### src/core/bcs_pkg.sv
// Shared constants, types and helpers of the battery charge sequencer.
package bcs_pkg;

  // ********************************************************************
  // Clock and time figures
  // ********************************************************************
  localparam int unsigned CLK_HZ         = 125_000_000;
  localparam int unsigned CLK_MHZ        = CLK_HZ / 1_000_000;
  localparam int unsigned CNT_W          = 32;
  localparam int unsigned MS_PER_S       = 1000;
  localparam int unsigned BAD_BATT_MIN   = 30;
  localparam int unsigned SAFETY_HR      = 4;
  localparam int unsigned RECHG_FILT_NS  = 1_300_000;
  localparam int unsigned CARRIER_HZ     = 35_000;
  localparam int unsigned SLOW_BLINK_MHZ = 1500;
  localparam int unsigned FAST_BLINK_MHZ = 6100;

  // Cycle, millisecond and slot counts derived from the figures above.
  localparam int unsigned MS_CYC     = CLK_HZ / MS_PER_S;
  localparam int unsigned BAD_MS     = BAD_BATT_MIN * 60 * MS_PER_S;
  localparam int unsigned SAFE_MS    = SAFETY_HR * 3600 * MS_PER_S;
  localparam int unsigned FILT_CYC   = (RECHG_FILT_NS * CLK_MHZ + 999) / 1000;
  localparam int unsigned DUTY_SLOTS = 16;
  localparam int unsigned SLOT_CYC   = CLK_HZ / (CARRIER_HZ * DUTY_SLOTS);
  localparam int unsigned SLOW_HALF_MS = 1_000_000 / (2 * SLOW_BLINK_MHZ);
  localparam int unsigned FAST_HALF_MS = 1_000_000 / (2 * FAST_BLINK_MHZ);

  // ********************************************************************
  // Duty cycles in sixteenths of a carrier period, pin pulled low
  // ********************************************************************
  localparam logic [3:0] DUTY_NTC_LO = 4'h1;
  localparam logic [3:0] DUTY_NTC_HI = 4'hf;
  localparam logic [3:0] DUTY_BAD_LO = 4'h2;
  localparam logic [3:0] DUTY_BAD_HI = 4'he;

  // ********************************************************************
  // Types
  // ********************************************************************
  typedef enum logic [5:0] {
    ST_OFF     = 6'h01,
    ST_TRICKLE = 6'h02,
    ST_CC      = 6'h04,
    ST_CV      = 6'h08,
    ST_DONE    = 6'h10,
    ST_BADBAT  = 6'h20
  } bcs_state_t;

  typedef enum logic [3:0] {
    LED_IDLE = 4'h1,
    LED_CHG  = 4'h2,
    LED_NTC  = 4'h4,
    LED_BAD  = 4'h8
  } bcs_led_t;

  // Comparator flags from the analog charger, all asynchronous.
  typedef struct packed {
    logic vbus_rise_ok;
    logic vbus_fall_ok;
    logic bat_below_trkl;
    logic bat_at_float;
    logic bat_below_rechg;
    logic chg_below_c10;
    logic input_ilim;
    logic ntc_hot;
    logic ntc_cold;
    logic ntc_grounded;
  } bcs_flags_t;

  // True in the phases that deliver charge current.
  function automatic logic bcs_is_active(input bcs_state_t st);
    bcs_is_active = (st == ST_TRICKLE) || (st == ST_CC) || (st == ST_CV);
  endfunction : bcs_is_active

endpackage : bcs_pkg

### src/core/bcs_charger.sv
// Charge phase sequencer, timers and status indication of the charger.
//
// Notes on behaviour
// Below trickle threshold at cycle start, request one tenth charge current.
// Trickle lasting over half an hour stops charging, flags bad battery.
// Above trickle threshold, switch to full constant-current charging.
// Reaching float voltage holds it and starts the four-hour timer.
// Safety timer expiry ends the cycle; no further charge current.
// After termination, a filtered recharge request starts a new cycle.
// Filtered recharge request while safety timer runs clears it.
// Recharge request counts only after persisting more than 1.3 ms.
// Supply lockout or disable cycling restarts cycle and clears timer.
// Status pin low charging, released idle, carrier on faults.
// Pin low from charge start, released at float with tenth current.
// Tenth-current end indication ignored during input current limit.
// Thermistor fault: slow blink between one and fifteen sixteenths.
// Bad battery: fast blink between two and fourteen sixteenths.
// Reader discards a duty reading of exactly one half.
// Reader may lower load and reset the charger after bad battery.
// Thermistor hot or cold pauses charging until both are valid.
// Thermistor pause in float phase also freezes the safety timer.
// Grounded thermistor input disables temperature pausing.
// Supply flag sets above rising threshold, clears below falling.
// All rates and timers are counted from the one clock.
// Bad battery indication outranks thermistor fault on the pin.
`timescale 1ns/1ps
`default_nettype none
module bcs_charger
  import bcs_pkg::*;
#(
  parameter int unsigned MS_CYC_P   = MS_CYC,   // Clock cycles per ms.
  parameter int unsigned FILT_CYC_P = FILT_CYC, // Recharge filter cycles.
  parameter int unsigned BAD_MS_P   = BAD_MS,   // Trickle limit in ms.
  parameter int unsigned SAFE_MS_P  = SAFE_MS   // Safety timer in ms.
) (
  input  wire logic       ref_clk_in,       // 125 MHz system clock.
  input  wire logic       rst_in,           // Synchronous reset, high.
  input  wire bcs_pkg::bcs_flags_t flags_in, // Raw comparator flags.
  input  wire logic       charger_disable_in, // Serial-port disable bit.
  output logic            chg_en_out,       // Charge current requested.
  output logic            trickle_out,      // Select one tenth current.
  output logic            float_mode_out,   // Constant-voltage phase.
  output logic            bad_batt_out,     // Unresponsive battery fault.
  output logic            ntc_pause_out,    // Paused by temperature.
  output logic            done_out,         // Cycle ended by timer.
  output logic            uvlo_ok_out,      // Input supply qualified.
  output logic            charge_status_pin_out,   // Pin level (0).
  output logic            charge_status_pin_oe_out // Pin pulled low.
);
  import bcs_pkg::*;

  // ********************************************************************
  // State
  // ********************************************************************
  typedef struct packed {
    bcs_state_t       st;
    logic             en_prev;
    logic             uvlo_ok;
    logic [CNT_W-1:0] ms_cnt;
    logic             ms_tick;
    logic [CNT_W-1:0] rchg_cnt;
    logic             filt_hit;
    logic [CNT_W-1:0] bad_cnt;
    logic [CNT_W-1:0] safe_cnt;
    logic             c10_seen;
    logic             chg_en;
    logic             trickle;
    logic             cv;
    logic             bad_batt;
    logic             ntc_pause;
    logic             done;
    bcs_led_t         led;
  } bcs_top_st_t;

  localparam logic [CNT_W-1:0] MS_LAST   = CNT_W'(MS_CYC_P - 1);
  localparam logic [CNT_W-1:0] FILT_N    = CNT_W'(FILT_CYC_P);
  localparam logic [CNT_W-1:0] BAD_LAST  = CNT_W'(BAD_MS_P - 1);
  localparam logic [CNT_W-1:0] SAFE_LAST = CNT_W'(SAFE_MS_P - 1);
  localparam logic [CNT_W-1:0] ONE       = CNT_W'(1);

  bcs_top_st_t q;
  bcs_top_st_t d;
  bcs_flags_t  f;
  logic        enabled;
  logic        fault;
  logic        active;
  logic        pause;

  // ********************************************************************
  // Input synchronisation
  // ********************************************************************
  bcs_sync3 #(
    .W ($bits(bcs_flags_t))
  ) u_sync (
    .ref_clk_in (ref_clk_in),
    .rst_in     (rst_in),
    .async_in   (flags_in),
    .sync_out   (f)
  );

  // Qualified conditions used by the sequencer and the indication.
  assign enabled = q.uvlo_ok & ~charger_disable_in;
  assign fault   = (f.ntc_hot | f.ntc_cold) & ~f.ntc_grounded;
  assign active  = bcs_is_active(q.st);
  assign pause   = fault & active;

  // ********************************************************************
  // Sequencer
  // ********************************************************************
  // Timers run on a shared millisecond tick rather than raw cycles; the
  // hour-scale counts then stay small and a test can shrink the tick.
  always_comb
  begin
    d = q;
    // Supply flag with hysteresis from the two comparators.
    if (f.vbus_rise_ok)
      d.uvlo_ok = 1'b1;
    else if (!f.vbus_fall_ok)
      d.uvlo_ok = 1'b0;
    // Millisecond tick.
    d.ms_tick = 1'b0;
    if (q.ms_cnt == MS_LAST)
    begin
      d.ms_cnt  = '0;
      d.ms_tick = 1'b1;
    end
    else
      d.ms_cnt = q.ms_cnt + ONE;
    // Recharge filter: one pulse per dip that outlasts the interval.
    d.filt_hit = 1'b0;
    if (!f.bat_below_rechg)
      d.rchg_cnt = '0;
    else if (q.rchg_cnt < FILT_N)
      d.rchg_cnt = q.rchg_cnt + ONE;
    else if (q.rchg_cnt == FILT_N)
    begin
      d.rchg_cnt = q.rchg_cnt + ONE;
      d.filt_hit = 1'b1;
    end
    d.en_prev = enabled;
    case (q.st)
      ST_OFF:
      begin
        if (enabled && !q.en_prev)
        begin
          d.st       = ST_TRICKLE;
          d.bad_cnt  = '0;
          d.safe_cnt = '0;
          d.c10_seen = 1'b0;
        end
      end
      ST_TRICKLE:
      begin
        if (!f.bat_below_trkl)
          d.st = ST_CC;
        else if (q.ms_tick)
        begin
          if (q.bad_cnt >= BAD_LAST)
            d.st = ST_BADBAT;
          else
            d.bad_cnt = q.bad_cnt + ONE;
        end
      end
      ST_CC:
      begin
        if (f.bat_at_float)
        begin
          d.st       = ST_CV;
          d.safe_cnt = '0;
        end
      end
      ST_CV:
      begin
        if (f.chg_below_c10 && !f.input_ilim)
          d.c10_seen = 1'b1;
        if (q.filt_hit)
          d.safe_cnt = '0;
        else if (q.ms_tick && !pause)
        begin
          if (q.safe_cnt >= SAFE_LAST)
            d.st = ST_DONE;
          else
            d.safe_cnt = q.safe_cnt + ONE;
        end
      end
      ST_DONE:
      begin
        if (q.filt_hit)
        begin
          d.st       = ST_TRICKLE;
          d.bad_cnt  = '0;
          d.safe_cnt = '0;
          d.c10_seen = 1'b0;
        end
      end
      ST_BADBAT:
        d.st = ST_BADBAT;
      default:
        d.st = ST_OFF;
    endcase
    // Losing the supply or the enable parks the charger; the next rising
    // edge of the enable starts a fresh cycle.
    if (!enabled)
      d.st = ST_OFF;
    // Registered outputs.
    d.chg_en    = active & ~pause;
    d.trickle   = (q.st == ST_TRICKLE);
    d.cv        = (q.st == ST_CV);
    d.bad_batt  = (q.st == ST_BADBAT);
    d.ntc_pause = pause;
    d.done      = (q.st == ST_DONE);
    // Bad battery is shown first even if the thermistor is also bad.
    if (q.st == ST_BADBAT)
      d.led = LED_BAD;
    else if (pause)
      d.led = LED_NTC;
    else if (active && !q.c10_seen)
      d.led = LED_CHG;
    else
      d.led = LED_IDLE;
  end

  // State register.
  always_ff @(posedge ref_clk_in)
  begin
    if (rst_in)
    begin
      q     <= '0;
      q.st  <= ST_OFF;
      q.led <= LED_IDLE;
    end
    else
      q <= d;
  end

  // ********************************************************************
  // Status pin
  // ********************************************************************
  bcs_status_pin u_pin (
    .ref_clk_in (ref_clk_in),
    .rst_in     (rst_in),
    .ms_tick_in (q.ms_tick),
    .mode_in    (q.led),
    .pin_out    (charge_status_pin_out),
    .pin_oe_out (charge_status_pin_oe_out)
  );

  assign chg_en_out     = q.chg_en;
  assign trickle_out    = q.trickle;
  assign float_mode_out = q.cv;
  assign bad_batt_out   = q.bad_batt;
  assign ntc_pause_out  = q.ntc_pause;
  assign done_out       = q.done;
  assign uvlo_ok_out    = q.uvlo_ok;
endmodule : bcs_charger
`default_nettype wire

### src/core/bcs_status_pin.sv
// Open-drain charge status pin: steady levels and blinking fault carrier.
`timescale 1ns/1ps
`default_nettype none
module bcs_status_pin
  import bcs_pkg::*;
(
  input  wire logic      ref_clk_in, // System clock.
  input  wire logic      rst_in,     // Synchronous reset, high.
  input  wire logic      ms_tick_in, // One-cycle millisecond pulse.
  input  wire bcs_pkg::bcs_led_t mode_in, // Indication to show.
  output logic           pin_out,    // Pin level when driven (always 0).
  output logic           pin_oe_out  // High while the pin is pulled low.
);
  typedef struct packed {
    logic       oe;
    logic [7:0] slot_cnt;
    logic [3:0] slot_idx;
    logic [9:0] blink_cnt;
    logic       phase;
    bcs_led_t   mode_prev;
  } bcs_pin_st_t;

  localparam logic [7:0] SLOT_LAST  = 8'(SLOT_CYC - 1);
  localparam logic [9:0] SLOW_LAST  = 10'(SLOW_HALF_MS - 1);
  localparam logic [9:0] FAST_LAST  = 10'(FAST_HALF_MS - 1);

  bcs_pin_st_t q;
  bcs_pin_st_t d;
  logic [3:0]  duty;
  logic [9:0]  half_last;

  // Carrier slots, blink phase and pin level. A mode change restarts the
  // blink so that each fault starts on a full half period.
  always_comb
  begin
    d           = q;
    d.mode_prev = mode_in;
    half_last   = (mode_in == LED_NTC) ? SLOW_LAST : FAST_LAST;
    if (q.slot_cnt == SLOT_LAST)
    begin
      d.slot_cnt = 8'h00;
      d.slot_idx = q.slot_idx + 4'h1;
    end
    else
      d.slot_cnt = q.slot_cnt + 8'h01;
    if (mode_in != q.mode_prev)
    begin
      d.blink_cnt = 10'h000;
      d.phase     = 1'b0;
    end
    else if (ms_tick_in)
    begin
      if (q.blink_cnt >= half_last)
      begin
        d.blink_cnt = 10'h000;
        d.phase     = ~q.phase;
      end
      else
        d.blink_cnt = q.blink_cnt + 10'h001;
    end
    case (mode_in)
      LED_NTC: duty = q.phase ? DUTY_NTC_HI : DUTY_NTC_LO;
      LED_BAD: duty = q.phase ? DUTY_BAD_HI : DUTY_BAD_LO;
      default: duty = 4'h0;
    endcase
    case (mode_in)
      LED_CHG:  d.oe = 1'b1;
      LED_IDLE: d.oe = 1'b0;
      default:  d.oe = (q.slot_idx < duty);
    endcase
  end

  // State register.
  always_ff @(posedge ref_clk_in)
  begin
    if (rst_in)
    begin
      q           <= '0;
      q.mode_prev <= LED_IDLE;
    end
    else
      q <= d;
  end

  assign pin_out    = 1'b0;
  assign pin_oe_out = q.oe;
endmodule : bcs_status_pin
`default_nettype wire

### src/core/bcs_sync3.sv
// Three-stage synchroniser with agreement filter for asynchronous flags.
`timescale 1ns/1ps
`default_nettype none
module bcs_sync3 #(
  parameter int unsigned W = 1
) (
  input  wire logic         ref_clk_in, // System clock.
  input  wire logic         rst_in,     // Synchronous reset, high.
  input  wire logic [W-1:0] async_in,   // Raw asynchronous levels.
  output logic      [W-1:0] sync_out    // Filtered synchronous levels.
);
  typedef struct packed {
    logic [W-1:0] s1;
    logic [W-1:0] s2;
    logic [W-1:0] s3;
    logic [W-1:0] q;
  } bcs_sync_st_t;

  bcs_sync_st_t q;
  bcs_sync_st_t d;

  // A bit changes only where the second and third stages agree, so a
  // single metastable sample can never reach the charger logic.
  always_comb
  begin
    d    = q;
    d.s1 = async_in;
    d.s2 = q.s1;
    d.s3 = q.s2;
    d.q  = (q.q & (q.s2 ^ q.s3)) | (q.s3 & ~(q.s2 ^ q.s3));
  end

  // State register.
  always_ff @(posedge ref_clk_in)
  begin
    if (rst_in)
      q <= '0;
    else
      q <= d;
  end

  assign sync_out = q.q;
endmodule : bcs_sync3
`default_nettype wire

### config.mk
export PLATFORM = sky130hd
export DESIGN_NAME = bcs_charger
export DESIGN_NICKNAME = d
export VERILOG_FILES = /design/src/core/bcs_pkg.sv /design/src/core/bcs_charger.sv /design/src/core/bcs_status_pin.sv /design/src/core/bcs_sync3.sv
export SDC_FILE = /design/constraint.sdc
export NUM_CORES = 1
export LEC_CHECK = 0
export BUFFER_PORTS_ARGS = -buffer_cell sky130_fd_sc_hd__buf_2
export CAP_MARGIN = 10
export CORE_ASPECT_RATIO = 1.75
export CORE_MARGIN = 5
export CORE_UTILIZATION = 55
export DETAILED_ROUTE_END_ITERATION = 12
export PLACE_DENSITY_LB_ADDON = 0.3
export SLEW_MARGIN = 20
export SYNTH_ARGS = -nofsm -noshare
export SYNTH_HDL_FRONTEND = slang
export SYNTH_SLANG_ARGS = --single-unit
export TNS_END_PERCENT = 1
### constraint.sdc
create_clock -name ref_clk_in -period 6.2 [get_ports ref_clk_in]
set_clock_uncertainty 0.05 [all_clocks]
set_input_delay 1.55 -clock ref_clk_in [delete_from_list [all_inputs] [get_ports ref_clk_in]]
set_output_delay 1.55 -clock ref_clk_in [all_outputs]
set_load 0.03 [all_outputs]
# Word level (Yosys, flattened, before mapping)
# Cells that the tools add are included.
# op_classes
n_eq_ne	29
reduce_logical	27
order_cmp	5
mux	37
addsub	7
n_bitwise	16
# op_table
cell	count
2-to-1 mux 32 bit	8
2-to-1 mux 65 bit	2
adder 32 x 1 -> 32 bit (second input constant)	4
one-hot mux 32 bit (4 select lines)	1
one-hot mux 32 bit (3 select lines)	1
2-to-1 mux 6 bit	9
one-hot mux 6 bit (6 select lines)	1
2-to-1 mux 33 bit	1
== test 32 x 17 -> 1 bit (second input constant)	1
== test 32 x 18 -> 1 bit (second input constant)	1
greater-or-equal comparator 32 x 21 -> 1 bit (second input constant)	1
greater-or-equal comparator 32 x 24 -> 1 bit (second input constant)	1
less-than comparator 32 x 18 -> 1 bit (second input constant)	1
AND 10 bit	2
2-to-1 mux 4 bit	3
inequality test 2 x 1 -> 1 bit (second input constant)	6
AND reduction 6 bit	2
OR reduction 2 bit	6
adder 10 x 1 -> 10 bit (second input constant)	1
greater-or-equal comparator 10 bit	1
2-to-1 mux 10 bit	1
inequality test 2 bit (second input constant)	5
NOT 10 bit	1
bitwise OR 10 bit	1
other kinds (38)	60
# totals
in_bits	13
out_inout_bits	9
reg_bits	217

# Longest topological paths before layout
# depth
depth_word	9
mapped_depth	11

# Modules after synthesis
# From an unflattened synthesis, not the netlist that was laid out.
# unflattened
cells_unflattened	1073
hier_area_um2	9384.0
# by_module_without_submodules
mod	instances	area_per_inst_um2	cells_each
bcs_charger	1	6750.2	795
bcs_status_pin	1	1412.6	164
bcs_sync3	1	1221.2	114

# Least setup slack after synthesis
# OpenSTA, ideal clock, no wires.
# synth_path
kind	input port to flip-flop
start	in charger_disable_in
end	reg q[20] (netlist name)
cell_stages	8
required_ns	6.078
setup_slack_ns	2.885
setup_time_ns	0.072
arrival_time_ns	3.193
path_cell_list	nor3b_1 > o22a_1 > or2_2 > clkbuf_1 > nand2_1 > buf_2 > nor4b_1 > mux2i_1
# synth_via
elab_chain_cells	5
# synth_rtl
element	line	rtl
start: declaration	bcs_charger.sv:39	input wire logic charger_disable_in,
NOT 1 bit	bcs_charger.sv:102	assign enabled = q.uvlo_ok & ~charger_disable_in;
AND 1 bit	bcs_charger.sv:102	
logical AND 1 bit	bcs_charger.sv:144	if (enabled && !q.en_prev)
inequality test 2 bit (no line)	n/a	
AND reduction 6 bit (no line)	n/a	
end: declaration	bcs_charger.sv:81	bcs_top_st_t q;
# No other way between the ends.
# A chain may end at the register's enable or synchronous reset.

# Worst setup path in the final report
# layout_path
start	in charger_disable_in
end	reg q[14] (netlist name)
# Same word-level chain as after synthesis.

==> impl_results.md <==
- Post-route ant nets: 0
- CTS clk-pin slew, worst paths: 0.06 ns
- TritonCTS Sinks: 216
- Core area: 0.0164 sq mm
- Fmax: 0.318 GHz
- Clk pwr share: 45.6%
- Chip Width: 108 um
- Hold/Removal Path Class: reg2reg
- Power per cell area: 264 mW/mm^2
- Routed Wire Length: between 15 and 20 mm
- Status: finished, final reports clean
- Crit Path Category: in2reg
- Crit path max-delay cell type: or4_1
- Worst-Margin Slew: 1.01 ns
- Net Sw Frac: roughly 20%
- Root Driver: clkbuf_16
- Leak: 0.00358 uW
- H-Tree Depth: 1
- Unrepaired setup endpoints after global routing: false
- # setup viols final: 0
- Yosys warns: 0
- Post-DR wirelength/cell: 14.3 um
- EDFF count, synth: 0
- Cell variety after synth: between 60 and 70
- Clock Latency Late Sink: 0.49 ns
- Post-synth top flop: dfxtp_1
- Synth Cell Area: 0.00925 sq mm
- IO Port Bufs: 20
- Starting Density: 56.2%
- Worst Setup End Kind: flop
- Mapped Cells: 1045
- Gpl congestion: 0.878
- Setup TNS: 0 ns
- Via count: 7261
- Worst-case clock buffer depth: 3
- Worst vdd ir: 0.242 mV
- Fin crit period: 3.14 ns
- # DRC: 0
- Total GRT Usage: between 10% and 20%
- Max Slew Vio Count: 0
- Number of DRC markers in iteration 0: 318
- Syn_nets: 1075
- Worst Path Required: 6.57 ns
- Largest net degree at the start of global routing: 47
- Initial antenna violation count: 0
- Final worst slack: 3.06 ns
- Reg power frac: 52.9%
- Max_cap viols: 0
- Nets: 1071
- Setup Buffers After CTS: 0
- First-pass GRT wire length: 31.3 mm
- Initial DRT Pass Iterations: 4
- Antenna cell count: 0
- Critical path launch point type: input port
- Seq/Total Area, Yosys: 46.8%
- Gate power share: 1.5%
- Sw Pwr: 545 uW
- Die Span Y: 182 um
- Avg Cell Area, Syn: 8.85 sq um
- Worst path cell trace: buf_2 -> nor3b_1 -> o22a_1 -> or2_2 -> nand2_1 -> or4_1 -> a21oi_1
- Post-CTS resize count: 0
- Most frequent cells in the layout: 216 x dfxtp_1, 94 x nor2_1, 73 x nand2_1
- P&R area growth vs syn: 8.93%
- Seq cells post-synth: 216
- IO Count: 22
- Number of clock buffers inserted by TritonCTS: 21
- Internal power: ~2100 uW
- Crit path max-delay family: simple AND/OR/NAND/NOR gates
- Cts hold-fix bufs: 0
- Remaining global-route overflow: 0
- Final Hold Viols: 0
- Die area: 0.0196 sq mm
- CTS tree: built
- Ys async rst share: 0%
- Commonest non-fill, non-tap cell in the layout: dfxtp_1
- Tcrit/Tclk final: 50.7%
- Layout cell share with drive strength beyond 1: under 10%
- FP Rows: between 60 and 70
- Synth area leaders: dfxtp_1 47%, xor2_1 4.1%, nor2_1 3.8%
- Critical Path Max Stage Delay: 0.60 ns
- CP Buf/Inv Count: 1
- Synth area leader: dfxtp_1
- DR vias/cell: 5.69
- Detailed placement HPWL: 12.7 mm
- Vias in the first global route: 6992
- Slew margin rel.: approximately a third
- Place WS: between 2 and 3 ns
- Yosys top cell area share: 46.8%
- Critical Path AT: 3.51 ns
- Crit path max fanout: 16
-- power by group through the flow --
stage               registers [uW]  clock network, uW  logic [uW]
global route                  1410               1300        45.3
floorplan                     1430                  0        29.6
global placement              1440                  0        40.2
CTS                           1410               1240        41.0
finish                        1410               1210        39.9
detailed placement            1440                  0        40.8
-- routing by layer --
layer	part of all wire (%)	track usage [%]	vias to the layer above
li1	-	-	3714
met1	41	21.0	3424
met2	53	35.3	88
met3	3.5	2.67	35
met4	2.5	6.57	0
met5	0	0	-
-- worst paths after layout --
kind,from,slack [ns],cells past startpoint,end
worst max register to register,q[2],3.07,9,u_pin.q[8]
worst min-delay path,u_sync.d[27],0.39,1,u_sync.d[17]
worst min register to register,u_sync.d[27],0.39,1,u_sync.d[17]
worst max-delay path,charger_disable_in,3.06,7,q[14]
-- Yosys cell counts, types with 3 or more instances --
master / n
a21oi_1: 66
and2_1: 38
and3_1: 17
and4_1: 7
buf_1: 5
buf_2: 14
clkbuf_1: 28
dfxtp_1: 216
ha_1: 17
inv_1: 21
nand2_1: 73
nand2b_1: 5
nand3_1: 56
nand3b_1: 3
nand4_1: 32
nor2_1: 94
nor2b_1: 37
nor3_1: 15
nor3b_1: 6
nor4_1: 26
nor4b_1: 6
o211ai_1: 11
o21a_1: 12
o21ai_0: 46
o21bai_1: 4
o31a_1: 7
o31ai_1: 21
or2_2: 5
or3_1: 25
or4_1: 27
xnor2_1: 17
xor2_1: 43
-- cells by family (layout without fill, tap and decap cells) --
| family | count (synthesis) | in the layout | share of synthesized area [%] |
|---|---|---|---|
| compound gates | 191 | 191 | 12.8 |
| mux | 2 | 2 | 0.216 |
| fa+ha+maj | 17 | 17 | 2.30 |
| xor+xnor | 60 | 60 | 5.68 |
| simple gates | 484 | 484 | 28.6 |
| buf+inv | 74 | 82 | 3.58 |
| flops | 216 | 216 | 46.8 |
| other cells | 1 | 1 | 0.0405 |
-- final cells by class --
type                       count  area, sq um
fill                        1473         6370
multi-input combinational    755         4600
timing repair buffer          26          145
tap                          224          280
inverter                      21         78.8
clock inverter                 6         62.6
clock buffer                  29          586
sequential                   216         4320
-- registers in the layout (all words and copies together), names as in the netlist, named ones only --
signal	flops
bad_batt_out	1
chg_en_out	1
done_out	1
float_mode_out	1
ntc_pause_out	1
q	141
trickle_out	1
u_pin.pin_oe_out	1
u_pin.q	27
u_sync.d	20
u_sync.q	10
uvlo_ok_out	1
-- through the flow --
| stage | instances | cell area (sq um) | hold slack, ns | utilization (%) | total power (uW) |
|---|---|---|---|---|---|
| after CTS | 1277 | 10100 | 0.388 | 61.3 | 2690 |
| after global placement | 1242 | 9430 | 0.370 | 57.3 | 1480 |
| final | 1277 | 10100 | 0.387 | 61.3 | 2660 |
| after global routing | 1277 | 10100 | 0.410 | 61.3 | 2750 |
| after detailed placement | 1242 | 9430 | 0.373 | 57.3 | 1480 |
| after floorplan | 1045 | 9250 | 0.363 | - | 1460 |
Power figures use the tool's default switching activity.
